### src/design/uhpc_pkg.sv
// Purpose: shared constants and types for the hub port control block
// Assumes: four downstream ports, two upstream connectors, 40 MHz core clock
// Notes: command codes follow the declaration order of uhpc_op_t
package uhpc_pkg;

  // clock and timing
  localparam int unsigned CLK_HZ = 40_000_000;
  localparam int unsigned MS_PER_S = 1000;
  localparam int unsigned STAGGER_TICK_MS = 1;
  localparam int unsigned STAGGER_TICK_CYCLES = CLK_HZ / MS_PER_S * STAGGER_TICK_MS;
  localparam int unsigned HARD_RESET_WINDOW_S = 5;
  localparam int unsigned HARD_RESET_WINDOW_CYCLES = CLK_HZ * HARD_RESET_WINDOW_S;

  // port counts
  localparam int unsigned N_DN = 4;
  localparam int unsigned HUB_MAP_USED = 8;

  // port state word fields
  localparam int unsigned ST_PWR_BIT = 0;
  localparam int unsigned ST_DATA_BIT = 1;
  localparam int unsigned ST_ERR_BIT = 19;
  localparam int unsigned ST_BOOST_BIT = 20;
  localparam int unsigned ST_ATT_BIT = 23;

  // port error word fields
  localparam int unsigned ER_OC_BIT = 0;
  localparam int unsigned ER_BD_BIT = 1;
  localparam int unsigned ER_OT_BIT = 3;

  // upstream policy and report codes
  localparam logic [1:0] UP_FORCE_PORT0 = 2'h0;
  localparam logic [1:0] UP_FORCE_PORT1 = 2'h1;
  localparam logic [1:0] UP_AUTO = 2'h2;
  localparam logic [1:0] UP_NONE = 2'h2;

  // charging mode codes and advertised budgets
  localparam logic CHG_SDP = 1'b0;
  localparam logic CHG_CDP = 1'b1;
  localparam int unsigned SDP_BUDGET_MA = 500;
  localparam int unsigned CDP_BUDGET_MA = 5000;

  // boost codes: 0, 4, 8, 12 percent
  localparam logic [1:0] BOOST_MAX = 2'h3;
  localparam logic [1:0] BOOST_OFF = 2'h0;

  // values after reset and after factory restore
  localparam logic [3:0] EN_DEF = 4'hf;
  localparam logic [3:0] CHG_DEF = 4'hf;
  localparam logic [15:0] DELAY_DEF_MS = 16'h0000;
  localparam logic [31:0] ILIM_DEF_UA = 32'h002625a0;

  // host commands
  typedef enum logic [4:0] {
    OP_PORT_EN, OP_PORT_DIS, OP_DATA_EN, OP_DATA_DIS, OP_HSDATA_EN, OP_HSDATA_DIS,
    OP_PWR_EN, OP_PWR_DIS, OP_GET_VOLT, OP_GET_CURR, OP_GET_ILIM, OP_SET_ILIM,
    OP_SET_CHG, OP_GET_CHG, OP_GET_SPEED, OP_GET_MAP, OP_SET_MAP, OP_GET_STATE,
    OP_GET_ERR, OP_GET_DELAY, OP_SET_DELAY, OP_CLR_ERR, OP_GET_UPMODE, OP_SET_UPMODE,
    OP_GET_UPSTATE, OP_GET_UPBOOST, OP_SET_UPBOOST, OP_GET_DNBOOST, OP_SET_DNBOOST, OP_SAVE
  } uhpc_op_t;

  // interleave data and power enables into the hub map word
  function automatic logic [31:0] uhpc_pack_map(input logic [3:0] data, input logic [3:0] pwr);
    logic [31:0] w;
    w = 32'h00000000;
    for (int i = 0; i < 4; i++) begin
      w[2*i] = data[i];
      w[2*i+1] = pwr[i];
    end
    return w;
  endfunction : uhpc_pack_map

endpackage : uhpc_pkg

### src/design/uhpc_hard_reset.sv
// Purpose: spot two button presses inside the restore window
// Assumes: button input already debounced and synchronous
// Notes: a third press starts a fresh window
`timescale 1ns/100ps
module uhpc_hard_reset
  import uhpc_pkg::*;
#(
  parameter int unsigned WINDOW_CYCLES = HARD_RESET_WINDOW_CYCLES
) (
  // clock and reset
  input wire logic core_clk,
  input wire logic resetn,
  // button level, high while pressed
  input wire logic button,
  // one-cycle restore request
  output logic restore
);

  logic btn_q, btn_d;
  logic armed_q, armed_d;
  logic restore_q, restore_d;
  logic [31:0] cnt_q, cnt_d;
  logic press;

  assign press = button & ~btn_q;
  assign restore = restore_q;

  // window counter opened by the first press
  always_comb begin
    btn_d = button;
    armed_d = armed_q;
    restore_d = 1'b0;
    cnt_d = cnt_q;
    if (armed_q) begin
      cnt_d = cnt_q + 32'h00000001;
      if (cnt_q >= 32'(WINDOW_CYCLES - 1)) begin
        armed_d = 1'b0;
      end
    end
    if (press) begin
      if (armed_q) begin
        restore_d = 1'b1;
        armed_d = 1'b0;
      end else begin
        armed_d = 1'b1;
        cnt_d = 32'h00000000;
      end
    end
  end

  always_ff @(posedge core_clk) begin
    if (!resetn) begin
      btn_q <= 1'b0;
      armed_q <= 1'b0;
      restore_q <= 1'b0;
      cnt_q <= 32'h00000000;
    end else begin
      btn_q <= btn_d;
      armed_q <= armed_d;
      restore_q <= restore_d;
      cnt_q <= cnt_d;
    end
  end

endmodule : uhpc_hard_reset

### src/design/uhpc_stagger.sv
// Purpose: release downstream ports one at a time, port 0 first
// Assumes: start is a one-cycle pulse; delay in whole milliseconds
// Notes: the sequence also runs by itself out of reset
`timescale 1ns/100ps
module uhpc_stagger
  import uhpc_pkg::*;
#(
  parameter int unsigned MS_CYCLES = STAGGER_TICK_CYCLES
) (
  // clock and reset
  input wire logic core_clk,
  input wire logic resetn,
  // control
  input wire logic start,
  input wire logic [15:0] delay_ms,
  // released ports
  output logic [3:0] mask
);

  typedef enum logic [0:0] {SG_RUN, SG_DONE} uhpc_sg_t;

  uhpc_sg_t st_q, st_d;
  logic [3:0] mask_q, mask_d;
  logic [31:0] cyc_q, cyc_d;
  logic [15:0] ms_q, ms_d;

  assign mask = mask_q;

  // next state: open one more port after each full delay
  always_comb begin
    st_d = st_q;
    mask_d = mask_q;
    cyc_d = cyc_q;
    ms_d = ms_q;
    case (st_q)
      SG_RUN: begin
        if (ms_q >= delay_ms) begin
          mask_d = {mask_q[2:0], 1'b1};
          cyc_d = 32'h00000000;
          ms_d = 16'h0000;
          if (mask_q[2]) begin
            st_d = SG_DONE;
          end
        end else if (cyc_q >= 32'(MS_CYCLES - 1)) begin
          cyc_d = 32'h00000000;
          ms_d = ms_q + 16'h0001;
        end else begin
          cyc_d = cyc_q + 32'h00000001;
        end
      end
      default: begin
        st_d = SG_DONE;
      end
    endcase
    // restart from port 0 on a new upstream connection
    if (start) begin
      st_d = SG_RUN;
      mask_d = 4'h0;
      cyc_d = 32'h00000000;
      ms_d = 16'h0000;
    end
  end

  // registers; power-on starts the sequence
  always_ff @(posedge core_clk) begin
    if (!resetn) begin
      st_q <= SG_RUN;
      mask_q <= 4'h0;
      cyc_q <= 32'h00000000;
      ms_q <= 16'h0000;
    end else begin
      st_q <= st_d;
      mask_q <= mask_d;
      cyc_q <= cyc_d;
      ms_q <= ms_d;
    end
  end

endmodule : uhpc_stagger

### src/design/uhpc_top.sv
// Purpose: control and status core of a four-port hub with two upstream connectors
// Assumes: host commands arrive already framed, tagged with their upstream connector
// Notes: one command per cycle, answer one cycle later
`timescale 1ns/100ps
module uhpc_top
  import uhpc_pkg::*;
#(
  parameter int unsigned MS_CYCLES = STAGGER_TICK_CYCLES,
  parameter int unsigned WINDOW_CYCLES = HARD_RESET_WINDOW_CYCLES
) (
  // clock and reset
  input wire logic core_clk,
  input wire logic resetn,
  // host command port
  input wire logic cmd_valid,
  input wire logic cmd_src,
  input wire logic [4:0] cmd_op,
  input wire logic [1:0] cmd_chan,
  input wire logic [31:0] cmd_wdata,
  // host answer port
  output logic rsp_valid,
  output logic rsp_err,
  output logic [31:0] rsp_data,
  // upstream connectors
  input wire logic [1:0] up_vbus,
  output logic [1:0] up_active,
  output logic [1:0] up_boost,
  // downstream status inputs
  input wire logic [3:0] dn_attached,
  input wire logic [3:0] dn_hs_device,
  input wire logic [3:0] dn_overcurrent,
  input wire logic [3:0] dn_backdrive,
  input wire logic hub_overtemp,
  input wire logic [3:0][31:0] dn_volt_uv,
  input wire logic [3:0][31:0] dn_curr_ua,
  // downstream controls
  output logic [3:0] dn_data_en,
  output logic [3:0] dn_pwr_en,
  output logic [3:0] dn_cdp_adv,
  output logic [3:0] dn_dcp_adv,
  output logic [3:0][31:0] dn_ilim_ua,
  output logic [1:0] dn_boost,
  // persistent store and button
  input wire logic [1:0] nv_up_boost_in,
  input wire logic [1:0] nv_dn_boost_in,
  output logic nv_save,
  output logic [1:0] nv_up_boost,
  output logic [1:0] nv_dn_boost,
  input wire logic reset_button
);

  logic [3:0] data_q, data_d, pwr_q, pwr_d, chg_q, chg_d;
  logic [3:0][31:0] ilim_q, ilim_d;
  logic [15:0] delay_q, delay_d;
  logic [1:0] upmode_q, upmode_d, upsel_q, upsel_d;
  logic [1:0] upb_cfg_q, upb_cfg_d, dnb_cfg_q, dnb_cfg_d;
  logic [1:0] upb_nv_q, upb_nv_d, dnb_nv_q, dnb_nv_d;
  logic [1:0] upb_live_q, upb_live_d, dnb_live_q, dnb_live_d;
  logic [3:0] oc_q, oc_d, bd_q, bd_d;
  logic ot_q, ot_d;
  logic boot_q, save_q, save_d, host_q, host_d;
  logic rv_q, rv_d, re_q, re_d;
  logic [31:0] rd_q, rd_d;
  logic [3:0] dout_q, dout_d, pout_q, pout_d, cdp_q, cdp_d, dcp_q, dcp_d;
  logic [3:0] clr;
  logic [3:0] mask;
  logic restore, new_conn;
  logic [3:0] err_any;

  // per-port error flag for the state word
  assign err_any = oc_q | bd_q | {4{ot_q}};
  assign new_conn = host_d & (~host_q | (upsel_d != upsel_q));

  uhpc_stagger #(
    .MS_CYCLES(MS_CYCLES)
  ) u_stagger (
    .core_clk(core_clk),
    .resetn(resetn),
    .start(new_conn),
    .delay_ms(delay_q),
    .mask(mask)
  );

  uhpc_hard_reset #(
    .WINDOW_CYCLES(WINDOW_CYCLES)
  ) u_hard_reset (
    .core_clk(core_clk),
    .resetn(resetn),
    .button(reset_button),
    .restore(restore)
  );

  // build the state word of one port
  function automatic logic [31:0] state_word(input logic [1:0] ch, input logic [3:0] pw,
                                             input logic [3:0] dt, input logic [3:0] er,
                                             input logic bst, input logic [3:0] att);
    logic [31:0] w;
    w = 32'h00000000;
    w[ST_PWR_BIT] = pw[ch];
    w[ST_DATA_BIT] = dt[ch];
    w[ST_ERR_BIT] = er[ch];
    w[ST_BOOST_BIT] = bst;
    w[ST_ATT_BIT] = att[ch];
    return w;
  endfunction : state_word

  // upstream selection, fixed or automatic on bus power
  always_comb begin
    upsel_d = upsel_q;
    if (upmode_q == UP_FORCE_PORT0) begin
      upsel_d = 2'h0;
    end else if (upmode_q == UP_FORCE_PORT1) begin
      upsel_d = 2'h1;
    end else if (upsel_q != UP_NONE && up_vbus[upsel_q[0]]) begin
      upsel_d = upsel_q; // keep a live host rather than hop between them
    end else if (up_vbus[0]) begin
      upsel_d = 2'h0;
    end else if (up_vbus[1]) begin
      upsel_d = 2'h1;
    end else begin
      upsel_d = UP_NONE;
    end
    host_d = (upsel_d != UP_NONE) && up_vbus[upsel_d[0]];
  end

  // command decode and register file next values
  always_comb begin
    data_d = data_q;
    pwr_d = pwr_q;
    chg_d = chg_q;
    ilim_d = ilim_q;
    delay_d = delay_q;
    upmode_d = upmode_q;
    upb_cfg_d = upb_cfg_q;
    dnb_cfg_d = dnb_cfg_q;
    upb_nv_d = upb_nv_q;
    dnb_nv_d = dnb_nv_q;
    upb_live_d = upb_live_q;
    dnb_live_d = dnb_live_q;
    save_d = 1'b0;
    clr = 4'h0;
    rv_d = 1'b0;
    re_d = 1'b0;
    rd_d = 32'h00000000;
    // saved boost becomes live only at the first cycle after a reset
    if (boot_q) begin
      upb_live_d = nv_up_boost_in;
      dnb_live_d = nv_dn_boost_in;
    end
    if (cmd_valid) begin
      rv_d = 1'b1;
      if (upsel_q == UP_NONE || upsel_q[0] != cmd_src) begin
        re_d = 1'b1;
      end else begin
        case (uhpc_op_t'(cmd_op))
          OP_PORT_EN: begin data_d[cmd_chan] = 1'b1; pwr_d[cmd_chan] = 1'b1; end
          OP_PORT_DIS: begin data_d[cmd_chan] = 1'b0; pwr_d[cmd_chan] = 1'b0; end
          OP_DATA_EN, OP_HSDATA_EN: data_d[cmd_chan] = 1'b1;
          OP_DATA_DIS, OP_HSDATA_DIS: data_d[cmd_chan] = 1'b0;
          OP_PWR_EN: pwr_d[cmd_chan] = 1'b1;
          OP_PWR_DIS: pwr_d[cmd_chan] = 1'b0;
          OP_GET_VOLT: rd_d = dn_volt_uv[cmd_chan];
          OP_GET_CURR: rd_d = dn_curr_ua[cmd_chan];
          OP_GET_ILIM: rd_d = ilim_q[cmd_chan];
          OP_SET_ILIM: ilim_d[cmd_chan] = cmd_wdata;
          OP_SET_CHG: begin
            if (cmd_wdata[31:1] != 31'h00000000) begin
              re_d = 1'b1;
            end else begin
              chg_d[cmd_chan] = cmd_wdata[0];
            end
          end
          OP_GET_CHG: rd_d = {31'h00000000, chg_q[cmd_chan]};
          OP_GET_SPEED: rd_d = {31'h00000000, dn_attached[cmd_chan] & dn_hs_device[cmd_chan]};
          OP_GET_MAP: rd_d = uhpc_pack_map(data_q, pwr_q);
          OP_SET_MAP: begin
            for (int i = 0; i < N_DN; i++) begin
              data_d[i] = cmd_wdata[2*i];
              pwr_d[i] = cmd_wdata[2*i+1];
            end
          end
          OP_GET_STATE: rd_d = state_word(cmd_chan, pwr_q, data_q, err_any, dnb_live_q != BOOST_OFF,
                                          dn_attached);
          OP_GET_ERR: begin
            rd_d[ER_OC_BIT] = oc_q[cmd_chan];
            rd_d[ER_BD_BIT] = bd_q[cmd_chan];
            rd_d[ER_OT_BIT] = ot_q;
          end
          OP_GET_DELAY: rd_d = {16'h0000, delay_q};
          OP_SET_DELAY: delay_d = cmd_wdata[15:0];
          OP_CLR_ERR: clr[cmd_chan] = 1'b1;
          OP_GET_UPMODE: rd_d = {30'h00000000, upmode_q};
          OP_SET_UPMODE: begin
            if (cmd_wdata > 32'(UP_AUTO)) begin
              re_d = 1'b1;
            end else begin
              upmode_d = cmd_wdata[1:0];
            end
          end
          OP_GET_UPSTATE: rd_d = {30'h00000000, upsel_q};
          OP_GET_UPBOOST: rd_d = {30'h00000000, upb_cfg_q};
          OP_GET_DNBOOST: rd_d = {30'h00000000, dnb_cfg_q};
          OP_SET_UPBOOST, OP_SET_DNBOOST: begin
            if (cmd_wdata > 32'(BOOST_MAX)) begin
              re_d = 1'b1;
            end else if (cmd_op == OP_SET_UPBOOST) begin
              upb_cfg_d = cmd_wdata[1:0];
            end else begin
              dnb_cfg_d = cmd_wdata[1:0];
            end
          end
          OP_SAVE: begin
            upb_nv_d = upb_cfg_q;
            dnb_nv_d = dnb_cfg_q;
            save_d = 1'b1;
          end
          default: re_d = 1'b1;
        endcase
      end
    end
    // factory restore overrides a command in the same cycle, except an upstream mode write
    if (restore) begin
      data_d = EN_DEF;
      pwr_d = EN_DEF;
      chg_d = CHG_DEF;
      delay_d = DELAY_DEF_MS;
      ilim_d = {N_DN{ILIM_DEF_UA}};
      upb_cfg_d = BOOST_OFF;
      dnb_cfg_d = BOOST_OFF;
      upb_nv_d = BOOST_OFF;
      dnb_nv_d = BOOST_OFF;
      upb_live_d = BOOST_OFF;
      dnb_live_d = BOOST_OFF;
      save_d = 1'b1;
    end
  end

  // sticky errors; a new event beats a clear in the same cycle
  always_comb begin
    oc_d = (oc_q & ~clr) | dn_overcurrent;
    bd_d = (bd_q & ~clr) | dn_backdrive;
    ot_d = ot_q | hub_overtemp;
  end

  // pin drive: stagger gate and charger advertisement
  always_comb begin
    dout_d = data_q & mask;
    pout_d = pwr_q & mask;
    cdp_d = chg_q & {4{host_q}};
    dcp_d = chg_q & {4{~host_q}};
  end

  // registers
  always_ff @(posedge core_clk) begin
    if (!resetn) begin
      data_q <= EN_DEF;
      pwr_q <= EN_DEF;
      chg_q <= CHG_DEF;
      ilim_q <= {N_DN{ILIM_DEF_UA}};
      delay_q <= DELAY_DEF_MS;
      upmode_q <= UP_AUTO;
      upsel_q <= UP_NONE;
      upb_cfg_q <= BOOST_OFF;
      dnb_cfg_q <= BOOST_OFF;
      upb_nv_q <= BOOST_OFF;
      dnb_nv_q <= BOOST_OFF;
      upb_live_q <= BOOST_OFF;
      dnb_live_q <= BOOST_OFF;
      oc_q <= 4'h0;
      bd_q <= 4'h0;
      ot_q <= 1'b0;
      boot_q <= 1'b1;
      save_q <= 1'b0;
      host_q <= 1'b0;
      rv_q <= 1'b0;
      re_q <= 1'b0;
      rd_q <= 32'h00000000;
      dout_q <= 4'h0;
      pout_q <= 4'h0;
      cdp_q <= 4'h0;
      dcp_q <= 4'h0;
    end else begin
      data_q <= data_d;
      pwr_q <= pwr_d;
      chg_q <= chg_d;
      ilim_q <= ilim_d;
      delay_q <= delay_d;
      upmode_q <= upmode_d;
      upsel_q <= upsel_d;
      upb_cfg_q <= upb_cfg_d;
      dnb_cfg_q <= dnb_cfg_d;
      upb_nv_q <= upb_nv_d;
      dnb_nv_q <= dnb_nv_d;
      upb_live_q <= upb_live_d;
      dnb_live_q <= dnb_live_d;
      oc_q <= oc_d;
      bd_q <= bd_d;
      ot_q <= ot_d;
      boot_q <= 1'b0;
      save_q <= save_d;
      host_q <= host_d;
      rv_q <= rv_d;
      re_q <= re_d;
      rd_q <= rd_d;
      dout_q <= dout_d;
      pout_q <= pout_d;
      cdp_q <= cdp_d;
      dcp_q <= dcp_d;
    end
  end

  // outputs straight from flops
  assign rsp_valid = rv_q;
  assign rsp_err = re_q;
  assign rsp_data = rd_q;
  assign up_active = upsel_q;
  assign up_boost = upb_live_q;
  assign dn_boost = dnb_live_q;
  assign dn_data_en = dout_q;
  assign dn_pwr_en = pout_q;
  assign dn_cdp_adv = cdp_q;
  assign dn_dcp_adv = dcp_q;
  assign dn_ilim_ua = ilim_q;
  assign nv_save = save_q;
  assign nv_up_boost = upb_nv_q;
  assign nv_dn_boost = dnb_nv_q;

endmodule : uhpc_top

### config.mk
export PLATFORM = sky130hd
export DESIGN_NAME = uhpc_top
export DESIGN_NICKNAME = d
export VERILOG_FILES = /design/src/design/uhpc_pkg.sv /design/src/design/uhpc_hard_reset.sv /design/src/design/uhpc_stagger.sv /design/src/design/uhpc_top.sv
export SDC_FILE = /design/constraint.sdc
export NUM_CORES = 1
export LEC_CHECK = 0
export BUFFER_PORTS_ARGS = -buffer_cell sky130_fd_sc_hd__buf_2
export CORE_MARGIN = 5
export CORE_UTILIZATION = 37
export CTS_CLUSTER_SIZE = 24
export DETAILED_ROUTE_END_ITERATION = 10
export GPL_ROUTABILITY_DRIVEN = 0
export PLACE_DENSITY = 0.6
export SYNTH_ARGS = -nofsm -noshare
export SYNTH_HDL_FRONTEND = slang
export SYNTH_HIERARCHICAL = 1
export SYNTH_SLANG_ARGS = --single-unit
### constraint.sdc
create_clock -name core_clk -period 4.55 [get_ports core_clk]
set_input_delay 0.6825 -clock core_clk [delete_from_list [all_inputs] [get_ports core_clk]]
set_output_delay 0.6825 -clock core_clk [all_outputs]
set_load 0.1 [all_outputs]
==> results.cfg <==
[global_route]
grt_usage = 0.2608
antenna_found_initial = 7
grt_pass1_vias = 15420
grt_first_pass_wirelength_mm = 97.13
overflow = 0
grt_max_degree = 61

[synthesis]
yosysSeqAreaShare = 0.3923
synth_top_cells_by_count = 342 x nand2_1, 322 x dfxtp_1, 174 x a21oi_1
netlist.top_cell.by_area = dfxtp_1
synth_nets = 2144
async_flop_share = 0
avgSynthCellArea_um2 = 9.125
yosys-top-cells-area = dfxtp_1 39%, mux4_2 14%, nand2_1 7.8%
synth_ff_type = dfxtp_1
yosys.cell_types.count = 87
synth_top_cell_area_share = 0.3923
synth-edff-count = 0
ys_ff_latch = 322
syn_inst = 1801
synth.most_common_cell = nand2_1
netlist_area_mm2 = 0.01643
yosysWarnings = 6

[pwr]
leakage_nw = 8.347
total_power_mw = 6.559
seq_power_share = 0.436
comb_power_share = 0.114
ir_drop_v = 0.0002895
p_per_area_mw_per_mm2 = 318.7
switching_share = 0.2541
switchingPower_mw = 1.667
power_frac_clock = 0.450
p_int_mw = 4.893

[cells_and_area]
fin_area_mm2 = 0.02058
finalNetCount = 2591
syn_to_final_growth_pct = 25.26
nFillCells = 4306
drive_gt1_frac = 0.3263
stdcell_count = 2865
post-route-util = 0.4665

[clock_tree]
cts_hold_buf = 0
htreeDepth = 2
clk_latency_ns = 0.53
post_cts_buffers = 0
cts_buffer_depth = 3
cts-resized-gates = 0
path_clk_slew_ns = 0.06
cts_tree = done
cts-root-buf = clkbuf_16
cts.sinks = 322
numCtsBuffers = 37

[placed_design]
io_buffers = 511
hpwl_mm = 50.75
dp.cells = 2801
place_ws_ns = 1.398
placedInstanceArea_mm2 = 0.01940

[worst_setup_path]
endpoint = u_stagger/ms_q[12]
worst_setup_path_start_kind = flip-flop
crit_path_end_kind = flip-flop
crit_fanout = 8
crit_arrival_ns = 3.37
reg2reg_to = u_stagger/ms_q[12]
max_stage_delay_ns = 0.54
critPathKind = flip-flop to flip-flop
path_cells = inv_1 -> a21o_1 -> a211oi_1 -> a21oi_1 -> o31a_1 -> nor2b_1 -> nand2_1 -> or4_1 -> o22ai_1
ff2ff_path_depth = 9
regToRegSetupSlack_ns = 1.62
startpoint = up_active[0]
r2r_start = up_active[0]
cp.required_ns = 5.00
slowest_stage = dfxtp_1

[timing]
setup_viol = 0
relSlewSlack = 0.3154
whs_ns = 0.3681
slew_viol_final = 0
hold_violations = 0
tns_ns = 0
max_freq_ghz = 0.3416
min_period_ns = 2.927
rsz0062_at_grt = false
skew_ns = 0.02020
worst_pin_slew_ns = 1.018
min_period_over_period = 0.6434
setup_ws_ns = 1.623

[die]
ioPinCount = 512
design.die.area_mm2 = 0.04873
rows = 77
die_h_um = 220.7
chipWidth_um = 220.7
initial_core_util = 0.3724
fp.coreArea_mm2 = 0.04412

[outcome]
status = finished clean

[routing]
wl_mm = 67.32
route.detailed.drc = 0
via_per_inst = 5.767
drt_iter0_drc = 1784
vias = 16520
drt_first_pass_iters = 6
drtAntennaViolNets = 0
wl_per_cell_um = 23.50

[run]
drv_cap = 0

[worst_hold_path]
hold_class = primary input to flip-flop
[placed cells by master (no fill, tap or decap), types with 7 or more instances in the layout]
cell and count:
buf_2 509, nand2_1 341, dfxtp_1 322, a21oi_1 174, nor2_1 130, mux4_2 103, nand3_1 76, mux2i_1 52
clkbuf_16 37, a22oi_1 36, inv_1 34, and3_1 32, buf_4 25, o21ai_0 24, ha_1 20, nand4_1 18
and2_1 17, nor4_1 16, nor3_1 16, or4_1 16, a31oi_1 15, o211ai_1 14, xor2_1 14, xnor2_1 13
nand2b_1 12, and4_1 10, or3_1 9, o21ai_1 9, o31ai_1 9, a32o_1 7, clkbuf_1 7
[power by group through the flow]
stage               clock network [mW]  registers, mW  logic (mW)
global route                      3.15           2.86       0.784
floorplan                            0           3.00       0.337
CTS                               3.02           2.86       0.734
finish                            2.95           2.86       0.746
global placement                     0           2.92       0.725
detailed placement                   0           2.92       0.730
[cell type report]
type	instances	area [um2]	share of cell area
multi-input combinational	1315	9308	0.4522
sequential	322	6446	0.3132
timing repair buffer	536	2766	0.1344
clock buffer	50	1035	0.05027
tap	592	740.7	0.03598
clock inverter	12	148.9	0.007233
inverter	36	135.1	0.006565
antenna	2	5.005	0.0002431
[registers in the layout (all words and copies together), names as in the netlist, 4 cells and up]
register,count
dn_ilim_ua,128
rsp_data,32
u_hard_reset/cnt_q,32
u_stagger/cyc_q,32
delay_q,16
u_stagger/ms_q,16
bd_q,4
chg_q,4
data_q,4
dn_cdp_adv,4
dn_data_en,4
dn_dcp_adv,4
dn_pwr_en,4
oc_q,4
pwr_q,4
u_stagger/mask,4
[critical path: cells and delay by family, from the launching register on]
family	cells	cell delay (ns)
DFF	1	0.54
buffers and inverters	1	0.14
and+or+nand+nor	3	1.03
AOI/OAI and AO/OA	5	1.14
[per-layer routing]
metal / global-route usage / vias to the layer above / part of all wire / wire length (um)
met5: 0 / - / 0.00089 / 60
met4: 0.05313 / 8 / 0.019 / 1281
met3: 0.09071 / 106 / 0.12 / 8093
met2: 0.3943 / 860 / 0.44 / 29690
met1: 0.3644 / 8090 / 0.42 / 28200
li1: - / 7459 / - / -
[cell families (layout without fill, tap and decap cells)]
family / count (synthesis) / after routing / synth area share
AND/OR/NAND/NOR: 750 / 750 / 0.2207
AO/OA/AOI/OAI: 363 / 363 / 0.1402
flip-flops: 322 / 322 / 0.3923
buffers and inverters: 164 / 634 / 0.04431
multiplexers: 155 / 155 / 0.1728
XOR/XNOR: 27 / 27 / 0.01439
adder cells (fa/ha/maj): 20 / 20 / 0.01523
other: 0 / 2 / 0
[worst min path at each step]
stage	startpoint	to	slack [ns]	cells past startpoint
after floorplan	u_stagger/ms_q[12]	u_stagger/ms_q[12]	0.44	1
after global placement	dn_ilim_ua[32]	dn_ilim_ua[32]	0.45	2
after detailed placement	dn_ilim_ua[2]	dn_ilim_ua[2]	0.46	2
after CTS	dn_overcurrent[2]	oc_q[2]	0.34	3
after global routing	dn_overcurrent[2]	oc_q[2]	0.35	3
final	dn_overcurrent[3]	oc_q[3]	0.37	3
(Power assumes the default switching activity.)
